$ cat src/rtl/emc_pkg.sv
// Constants and types for the energy mode controller
// Functional notes
// - Run mode keeps processor executing and all peripheral clocks on.
// - Sleep stops processor clock; peripherals, DMA, reflex network, memory stay clocked.
// - Deep sleep stops high-frequency oscillator; 32.768 kHz oscillator keeps running.
// - Deep sleep retains processor state and RAM; power-on reset, brown-out stay active.
// - Stop also disables low-frequency oscillator; retention, resets, brown-out stay on.
// - Stop accepts wake-up from comparator, async interrupt, pulse counter, I2C.
// - Shutoff turns all off except pin reset, GPIO wake/retention, backup clock, POR.
// - Shutoff optionally keeps 512-byte retention memory alongside GPIO retention.
// - Shutoff exits only on POR, pin reset, GPIO wake-up or backup clock interrupt.
// - Any enabled wake-up trigger returns sleep, deep sleep or stop to run.
// - Wake from deep sleep or stop completes within 2 us.
// - Controller removes power from SRAM blocks software marks unused.
package emc_pkg;

  // ----------------------------------------
  // Sizes and timing
  // ----------------------------------------
  localparam int EMC_SRAM_BLOCKS = 4;
  localparam int EMC_RET_MEM_BYTES = 512;
  localparam int EMC_CLK_MHZ = 200;
  localparam int EMC_WAKE_MAX_NS = 2000;
  // Longest time rounds down
  localparam int EMC_WAKE_MAX_CYC = (EMC_WAKE_MAX_NS * EMC_CLK_MHZ) / 1000;
  // Oscillator restart budget, well inside the wake limit
  localparam int EMC_OSC_START_CYC = 16;
  localparam int EMC_RST_HOLD_CYC = 8;
  localparam logic [2:0] EMC_REQ_RESET = 3'h0;

  // ----------------------------------------
  // Modes and states
  // ----------------------------------------
  typedef enum logic [2:0] {
    EMC_RUN = 3'b000,
    EMC_SLEEP = 3'b001,
    EMC_DEEP = 3'b010,
    EMC_STOP = 3'b011,
    EMC_SHUTOFF = 3'b100,
    EMC_WAKE = 3'b101,
    EMC_RESTART = 3'b110
  } emc_state_type;

  // Software request codes
  localparam logic [2:0] EMC_REQ_SLEEP = 3'h1;
  localparam logic [2:0] EMC_REQ_DEEP = 3'h2;
  localparam logic [2:0] EMC_REQ_STOP = 3'h3;
  localparam logic [2:0] EMC_REQ_SHUTOFF = 3'h4;

endpackage

$ cat src/rtl/emc_top.sv
// Energy mode sequencer: mode state machine and power and clock gating outputs
`timescale 1ns/1ps
module emc_top
  import emc_pkg::*;
(
  input wire logic clk,
  input wire logic rst_n,
  input wire logic pin_rst_n,
  input wire logic mode_req_valid,
  input wire logic [2:0] mode_req,
  input wire logic ret_mem_keep,
  input wire logic [EMC_SRAM_BLOCKS-1:0] sram_unused,
  input wire logic [3:0] wake_enable,
  input wire logic periph_wake,
  input wire logic comparator_wake,
  input wire logic async_irq_wake,
  input wire logic pulse_counter_wake,
  input wire logic i2c_wake,
  input wire logic gpio_wake,
  input wire logic backup_clock_irq,
  input wire logic hf_osc_ready,
  output logic [2:0] energy_mode,
  output logic cpu_clk_en,
  output logic periph_clk_en,
  output logic hf_osc_en,
  output logic lf_osc_en,
  output logic le_periph_en,
  output logic retention_en,
  output logic bod_en,
  output logic gpio_retain,
  output logic pins_to_reset,
  output logic ret_mem_pwr,
  output logic cpu_rst_n,
  output logic [EMC_SRAM_BLOCKS-1:0] sram_pwr_en
);

  // ----------------------------------------
  // State and counters
  // ----------------------------------------
  emc_state_type state_r, state_nxt;
  logic [2:0] mode_r, mode_nxt;
  logic [7:0] cnt_r, cnt_nxt;
  logic keep_r;
  logic [EMC_SRAM_BLOCKS-1:0] sram_pwr_r;

  // ----------------------------------------
  // Wake-up selection
  // ----------------------------------------
  // stop wake sources
  wire stop_wake = (wake_enable[0] & comparator_wake)
                 | (wake_enable[1] & async_irq_wake)
                 | (wake_enable[2] & pulse_counter_wake)
                 | (wake_enable[3] & i2c_wake);
  wire sleep_wake = stop_wake | periph_wake;
  // Pin reset only acts as a wake here; elsewhere the power-on reset covers it
  // shutoff exits
  wire shutoff_exit = ~pin_rst_n | gpio_wake | backup_clock_irq;
  wire cnt_done = (cnt_r == 8'h00);
  // Codes outside the low energy range are ignored without any indication
  wire req_in_range = (mode_req >= EMC_REQ_SLEEP) & (mode_req <= EMC_REQ_SHUTOFF);
  wire req_ok = mode_req_valid & req_in_range;

  // ----------------------------------------
  // Next state
  // ----------------------------------------
  always_comb begin
    state_nxt = state_r;
    mode_nxt = mode_r;
    // Counter parks at zero so an idle state never wraps it
    cnt_nxt = cnt_done ? cnt_r : cnt_r - 8'h01;
    unique case (state_r)
      EMC_RUN: begin
        if (req_ok) begin
          mode_nxt = mode_req;
          unique case (mode_req)
            EMC_REQ_SLEEP: state_nxt = EMC_SLEEP;
            EMC_REQ_DEEP: state_nxt = EMC_DEEP;
            EMC_REQ_STOP: state_nxt = EMC_STOP;
            default: state_nxt = EMC_SHUTOFF;
          endcase
        end
      end
      EMC_SLEEP: begin
        if (sleep_wake) begin
          state_nxt = EMC_RUN;
          mode_nxt = EMC_REQ_RESET;
        end
      end
      EMC_DEEP, EMC_STOP: begin
        if ((state_r == EMC_DEEP) ? sleep_wake : stop_wake) begin
          state_nxt = EMC_WAKE;
          cnt_nxt = 8'(EMC_OSC_START_CYC);
        end
      end
      EMC_WAKE: begin
        if (hf_osc_ready | cnt_done) begin
          state_nxt = EMC_RUN;
          mode_nxt = EMC_REQ_RESET;
        end
      end
      EMC_SHUTOFF: begin
        if (shutoff_exit) begin
          state_nxt = EMC_RESTART;
          cnt_nxt = 8'(EMC_RST_HOLD_CYC);
        end
      end
      EMC_RESTART: begin
        if (cnt_done) begin
          state_nxt = EMC_RUN;
          mode_nxt = EMC_REQ_RESET;
        end
      end
      // Unused code falls back to run rather than locking up
      default: begin
        state_nxt = EMC_RUN;
        mode_nxt = EMC_REQ_RESET;
      end
    endcase
  end

  // ----------------------------------------
  // State register
  // ----------------------------------------
  // energy_mode keeps showing the target mode through wake and restart
  always_ff @(posedge clk or negedge rst_n) begin
    if (!rst_n) begin
      state_r <= EMC_RUN;
      mode_r <= EMC_REQ_RESET;
      cnt_r <= 8'h00;
    end else begin
      state_r <= state_nxt;
      mode_r <= mode_nxt;
      cnt_r <= cnt_nxt;
    end
  end

  // ----------------------------------------
  // Gating decode
  // ----------------------------------------
  wire n_run = (state_nxt == EMC_RUN);
  wire n_sleep = (state_nxt == EMC_SLEEP);
  wire n_deep = (state_nxt == EMC_DEEP);
  wire n_stop = (state_nxt == EMC_STOP);
  wire n_off = (state_nxt == EMC_SHUTOFF);
  wire n_wake = (state_nxt == EMC_WAKE);
  wire n_rst = (state_nxt == EMC_RESTART);
  wire cpu_en_nxt = n_run;
  wire periph_en_nxt = n_run | n_sleep;
  // Oscillator restarts ahead of run so the processor never sees a slow clock
  // high-frequency off
  wire hf_en_nxt = n_run | n_sleep | n_wake | n_rst;
  wire lf_en_nxt = ~(n_stop | n_off);
  wire le_en_nxt = n_run | n_sleep | n_deep;
  wire ret_en_nxt = n_deep | n_stop | n_wake;
  wire bod_en_nxt = ~n_off;
  wire gpio_ret_nxt = n_off;
  // Keep choice latched at entry; the pin may move while asleep
  // optional retention memory
  wire keep_nxt = (state_r == EMC_RUN && req_ok) ? ret_mem_keep : keep_r;
  wire ret_mem_nxt = ~n_off | keep_nxt;
  // Shutoff drops every block; retention memory is the only kept storage
  // unused SRAM off; all lost in shutoff
  wire [EMC_SRAM_BLOCKS-1:0] sram_nxt = n_off ? '0 : ~sram_unused;

  // ----------------------------------------
  // Registered outputs
  // ----------------------------------------
  // Reset holds the processor until the first edge after release
  always_ff @(posedge clk or negedge rst_n) begin
    if (!rst_n) begin
      cpu_clk_en <= 1'b0;
      periph_clk_en <= 1'b1;
      hf_osc_en <= 1'b1;
      lf_osc_en <= 1'b1;
      le_periph_en <= 1'b1;
      retention_en <= 1'b0;
      bod_en <= 1'b1;
      gpio_retain <= 1'b0;
      pins_to_reset <= 1'b1;
      ret_mem_pwr <= 1'b1;
      cpu_rst_n <= 1'b0;
      keep_r <= 1'b0;
      sram_pwr_r <= '1;
      energy_mode <= EMC_REQ_RESET;
    end else begin
      cpu_clk_en <= cpu_en_nxt;
      periph_clk_en <= periph_en_nxt;
      hf_osc_en <= hf_en_nxt;
      lf_osc_en <= lf_en_nxt;
      le_periph_en <= le_en_nxt;
      retention_en <= ret_en_nxt;
      bod_en <= bod_en_nxt;
      gpio_retain <= gpio_ret_nxt;
      pins_to_reset <= n_off | n_rst;
      ret_mem_pwr <= ret_mem_nxt;
      cpu_rst_n <= ~(n_off | n_rst);
      keep_r <= keep_nxt;
      sram_pwr_r <= sram_nxt;
      energy_mode <= mode_nxt;
    end
  end

  // ----------------------------------------
  // Output drive
  // ----------------------------------------
  assign sram_pwr_en = sram_pwr_r;

endmodule

$ cat config.mk
export PLATFORM = sky130hd
export DESIGN_NAME = emc_top
export DESIGN_NICKNAME = d
export VERILOG_FILES = /design/src/rtl/emc_pkg.sv /design/src/rtl/emc_top.sv
export SDC_FILE = /design/constraint.sdc
export NUM_CORES = 1
export LEC_CHECK = 0
export BUFFER_PORTS_ARGS = -buffer_cell sky130_fd_sc_hd__buf_2
export CAP_MARGIN = 20
export CORE_UTILIZATION = 55
export CTS_CLUSTER_SIZE = 20
export DETAILED_ROUTE_END_ITERATION = 10
export PLACE_DENSITY = 0.94
export SLEW_MARGIN = 10
export SYNTH_ARGS = -nofsm -noshare
export SYNTH_HDL_FRONTEND = slang
export SYNTH_SLANG_ARGS = --single-unit
$ cat constraint.sdc
create_clock -name clk -period 4.6 [get_ports clk]
set_input_delay 0.46 -clock clk [delete_from_list [all_inputs] [get_ports clk]]
set_output_delay 0.46 -clock clk [all_outputs]
set_load 0.05 [all_outputs]
After elaboration in Yosys (flattened, before gate mapping)
Index checks and enable logic that the tools add are counted.
{ "totals": {"register_bits": 30, "latchBits": 0, "ram_bits": 0, "mem_bits_ro": 0, "in_bits": 24, "out_inout_bits": 18, "elab_cells": 93, "n_memories": 0} }
{ "op_classes": {"addsub": 1, "mul": 0, "n_div": 0, "magnitude_cmp": 2, "n_eq_ne": 19, "n_shift": 0, "muxes": 20, "bitwise": 28, "reduce_logical": 7} }
{ "op_table": {"columns": ["cell", "count"], "rows": [
  ["two-way mux 3 bit", 10],
  ["two-way mux 8 bit", 3],
  ["== test 3 x 2 -> 1 bit, second input constant", 6],
  ["== test 3 bit, second input constant", 6],
  ["case mux 3 bit (6 select lines)", 1],
  ["bitwise OR 1 bit", 16],
  ["case mux 8 bit (2 select lines)", 1],
  ["case mux 3 bit (5 select lines)", 1],
  ["== test 3 x 1 -> 1 bit, second input constant", 3],
  ["case mux 3 bit (3 select lines)", 1],
  ["zero test 8 bit", 1],
  ["inequality test 2 bit, second input constant", 4],
  ["subtractor 8 x 1 -> 8 bit, second input constant", 1],
  ["AND 1 bit", 6],
  ["zero test 3 bit", 2],
  ["inverter 1 bit", 5],
  ["AND reduction 5 bit", 1],
  ["two-way mux 4 bit", 1],
  ["inverter 4 bit", 1],
  [">= comparator 3 x 1 -> 1 bit, second input constant", 1],
  ["less-or-equal comparator 3 bit, second input constant", 1],
  ["OR reduction 3 bit", 1],
  ["two-way mux 1 bit", 2],
  ["OR reduction 2 bit", 1],
  ["logical AND 1 bit", 1]
]} }

Logic depth before layout (Yosys ltp)
{ "logic_depth": {"word_depth": 12, "depth_mapped": 8} }

Worst setup path before layout
Ideal clock, no wire load.
{ "synth_path": {"path_type": "reg-to-reg", "start": "register cnt_r[0]", "end": "register energy_mode[2]", "setup_time_ns": 0.125, "arrival_time_ns": 1.721, "t_required_ns": 4.475, "path_slack_ns": 2.754, "path_stages_with_launch": 8, "period_less_slack_ns": 1.846, "cell_sequence": "dfrtp_1 > inv_1 > ha_1 > nor3b_1 > and3_4 > a211o_2 > o311ai_4 > mux2_4"} }
{ "synth_between": {"elab_chain_len": 4} }
{ "synth_rtl": {"columns": ["element", "line", "text"], "rows": [
  ["start: declaration", "emc_top.sv:42", "logic [7:0] cnt_r, cnt_nxt;"],
  ["start signal: assignment", "emc_top.sv:133", "cnt_r <= cnt_nxt;"],
  ["zero test 8 bit *", "emc_top.sv:58", "wire cnt_done = (cnt_r == 8'h00);"],
  ["bitwise OR 1 bit", "emc_top.sv:96", "if (hf_osc_ready | cnt_done) begin"],
  ["inequality test 2 bit (no source line)", null, null],
  ["AND reduction 5 bit (no source line) *", null, null],
  ["end signal: assignment", "emc_top.sv:199", "energy_mode <= mode_nxt;"],
  ["end: declaration", "emc_top.sv:22", "output logic [2:0] energy_mode,"]
]} }
Mark *: on every way between the ends. The rest lies on a longest branch, timed or not.
A chain may end at the register's enable or synchronous reset.

Worst setup path in the final report
Same ends and word-level chain as after synthesis.

==> results.cfg <==
[cells_and_area]
layout_overhead_on_the_synthesized_area_pct = 22.12
antennaDiodeCount = 0
nNetsFinal = 200
utilization_pct = 72.02
final_layout_size_suffix_gt1_share_pct = 44.57

[logic_synthesis]
synth_top_cell_by_area = sky130_fd_sc_hd__dfrtp_1
syn-num-nets = 156
yosysWarningCount = 0
asyncSetResetFlopFracSynth_pct = 100.0
ys_ff_latch = 30
synthTopCellsByArea = sky130_fd_sc_hd__dfrtp_1 (32%), sky130_fd_sc_hd__dfstp_2 (19%), sky130_fd_sc_hd__nor2_1 (4.8%)
yosys_cell_types = 56
number_of_flops_mapped_to_enable_cells_by_yosys = 0
synth_sequential_area_ratio_pct = 51.39
post-synth-top-area-fraction_pct = 31.96
mappedNetlistArea_sq_um = 1488
synthFlopType = sky130_fd_sc_hd__dfrtp_1
synthesized_instance_count = 130
synth_area_per_cell_sq_um = 11.44

[sta]
timing_hold_violations_final = 0
worst_slew_pin_slew_ns = 0.6240
timing.fmax_mhz = 472.0
accumulated_negative_setup_slack_ns = 0
drv_slew = 0
tcrit_tclk_final_pct = 46.06
finalSetupViolations = 0
worst_clock_skew_ns = 0.008613
period_minus_slack_ns = 2.119
grt_setup_unrepaired = false
slew-limit-headroom_pct = 58.40

[global_routing]
initial_antenna_violation_count = 0
number_of_global_route_vias_before_repair = 1090
grtUsageTotal_pct = 24.72
grt_start_max_net_pins = 31
gr-total-overflow = 0
grt_pass1_wl_um = 4892

[job]
max_cap_viol_count = 0

[detailed_routing]
detail_route.wirelength_um = 3157
routed_via_density = 5.576
avgRoutedWirePerCell_um = 15.40
num_vias = 1143
dr.pass1.iters = 4
first_iter_violations = 21
remaining_drc_errors = 0
antenna_violating_nets_post_route = 0

[cts]
clk_pin_slew_ns = 0.10
holdBufCountCts = 0
cell_chosen_for_the_clock_root = sky130_fd_sc_hd__clkbuf_4
cts_buffers = 5
clkLatencyLatePin_ns = 0.34
cts.sink_count = 30
cts.path.max_buffers = 2
tritoncts = yes
postCtsSetupBuffers = 0
htreeDepth = 2
post_cts_resize_count = 0

[die]
die_w_um = 54.01
floorplan.die_area_sq_um = 2917
initial_utilization_pct = 58.98
top_level_ports = 42
fp.dieH_um = 54.01
num_rows = 18
design.core.area_sq_um = 2522

[pwr]
power.density_nw_per_um2 = 886.8
power.total_mw = 1.611
p_leak_nw = 0.8790
peakVddDrop_v = 0.0007207

[place]
place_hpwl_um = 2328
routabilityCongestion = 0.8609
numPortBuffers = 41

[worst_setup_path]
worstSetupPathType = reg2reg
cp-start-kind = flop
cp_required_ns = 4.84
crit_start = cnt_r[0]$_DFF_PN0_
reg2reg_from = cnt_r[0]$_DFF_PN0_
timing.critical_path.fanout_max = 4
critical_path.endpoint_type = flop
worst-endpoint-arrival_ns = 2.35
r2r.worst_path.cells = 7

[status]
run_status = completed

[min_path]
hold_path_class = in2async
[registers in the layout, indices dropped and copies added (netlist names)]
register	cells
bod_en	1
cnt_r	8
cpu_clk_en	1
cpu_rst_n	1
energy_mode	3
gpio_retain	1
hf_osc_en	1
keep_r	1
le_periph_en	1
lf_osc_en	1
periph_clk_en	1
pins_to_reset	1
ret_mem_pwr	1
retention_en	1
sram_pwr_en	4
state_r	3
[cell usage in the layout, fill, tap and decap left out, drive strengths merged, types with 3 or more instances in the layout]
master / Yosys / layout
a21oi: 6 / 6
inv: 4 / 4
xnor2: 3 / 3
nor2: 21 / 21
nand2: 6 / 6
nor4b: 3 / 3
and3: 3 / 3
dfstp: 11 / 11
or3: 3 / 3
dfrtp: 19 / 19
nand2b: 3 / 3
buf: 3 / 41
o21ai: 4 / 4
clkbuf: 1 / 6
[metrics by stage]
stage / instance area [sq um] / worst slack (ns) / hold slack (ns) / cells
after floorplan: 1488 / 2.754 / 0.1644 / 130
after global placement: 1705 / 2.658 / 0.4754 / 197
after detailed placement: 1705 / 2.530 / 0.4852 / 197
after CTS: 1817 / 2.513 / 0.1377 / 205
after global routing: 1817 / 2.365 / 0.1781 / 205
final: 1817 / 2.481 / 0.1256 / 205
[layout make-up]
cell class,instances,area [sq um]
timing repair buffer,41,205.2
inverter,4,15.01
fill,189,705.7
multi-input combinational,92,683.2
clock buffer,6,51.30
tap,30,37.54
clock inverter,2,60.06
sequential,30,764.5
[synthesized netlist by cell type, types with 2 or more instances]
library cell,count
sky130_fd_sc_hd__dfrtp_1,19
sky130_fd_sc_hd__nor2_1,19
sky130_fd_sc_hd__dfstp_2,11
sky130_fd_sc_hd__nand2_1,6
sky130_fd_sc_hd__a21oi_1,5
sky130_fd_sc_hd__inv_1,3
sky130_fd_sc_hd__nand2b_1,3
sky130_fd_sc_hd__o21ai_0,3
sky130_fd_sc_hd__xnor2_1,3
sky130_fd_sc_hd__a22oi_1,2
sky130_fd_sc_hd__and3_1,2
sky130_fd_sc_hd__buf_2,2
sky130_fd_sc_hd__ha_1,2
sky130_fd_sc_hd__nand3b_1,2
sky130_fd_sc_hd__nor2_4,2
sky130_fd_sc_hd__nor3b_1,2
sky130_fd_sc_hd__nor4b_1,2
sky130_fd_sc_hd__or2_2,2
sky130_fd_sc_hd__or3_1,2
sky130_fd_sc_hd__xor2_1,2
[worst max-delay path, stage by stage (launching register included)]
cell and delay (ns):
sky130_fd_sc_hd__dfrtp_1 0.41, sky130_fd_sc_hd__inv_1 0.14, sky130_fd_sc_hd__ha_1 0.19, sky130_fd_sc_hd__nor3b_1 0.42, sky130_fd_sc_hd__and3_4 0.29, sky130_fd_sc_hd__a211o_2 0.13, sky130_fd_sc_hd__o311ai_4 0.10, sky130_fd_sc_hd__mux2_4 0.32
[per-layer routing]
| layer | track usage, % | wire length [um] |
|---|---|---|
| met5 | 0 | 0 |
| met4 | 12.39 | 63 |
| met3 | 5.932 | 164 |
| met2 | 43.62 | 1687 |
| met1 | 27.47 | 1241 |
[where the power goes]
group / internal (mW) / switching, mW / total, mW
combinational: 0.263 / 0.547 / 0.811
clock: 0.184 / 0.0961 / 0.280
sequential: 0.413 / 0.107 / 0.520
total: 0.861 / 0.750 / 1.61
[final timing paths]
kind	to	slack [ns]
setup / recovery	energy_mode[2]$_DFFE_PN0P_	2.48
min in group clk	sram_pwr_en[0]$_DFF_PN1_	0.23
setup reg to reg	energy_mode[2]$_DFFE_PN0P_	2.48
hold reg to reg	energy_mode[1]$_DFFE_PN0P_	0.51
hold / removal	cnt_r[0]$_DFF_PN0_	0.13
max in group asynchronous	cpu_rst_n$_DFF_PN0_	4.07
[cell families after synthesis]
| group | share of synthesized area (%) |
|---|---|
| flip-flops | 51.39 |
| AO/OA/AOI/OAI | 13.63 |
| adder cells (fa/ha/maj) | 1.682 |
| multiplexers | 2.439 |
| XOR/XNOR | 2.944 |
| buffers and inverters | 2.691 |
| AND/OR/NAND/NOR | 25.23 |
No activity file was read; power rests on OpenSTA's default activity.
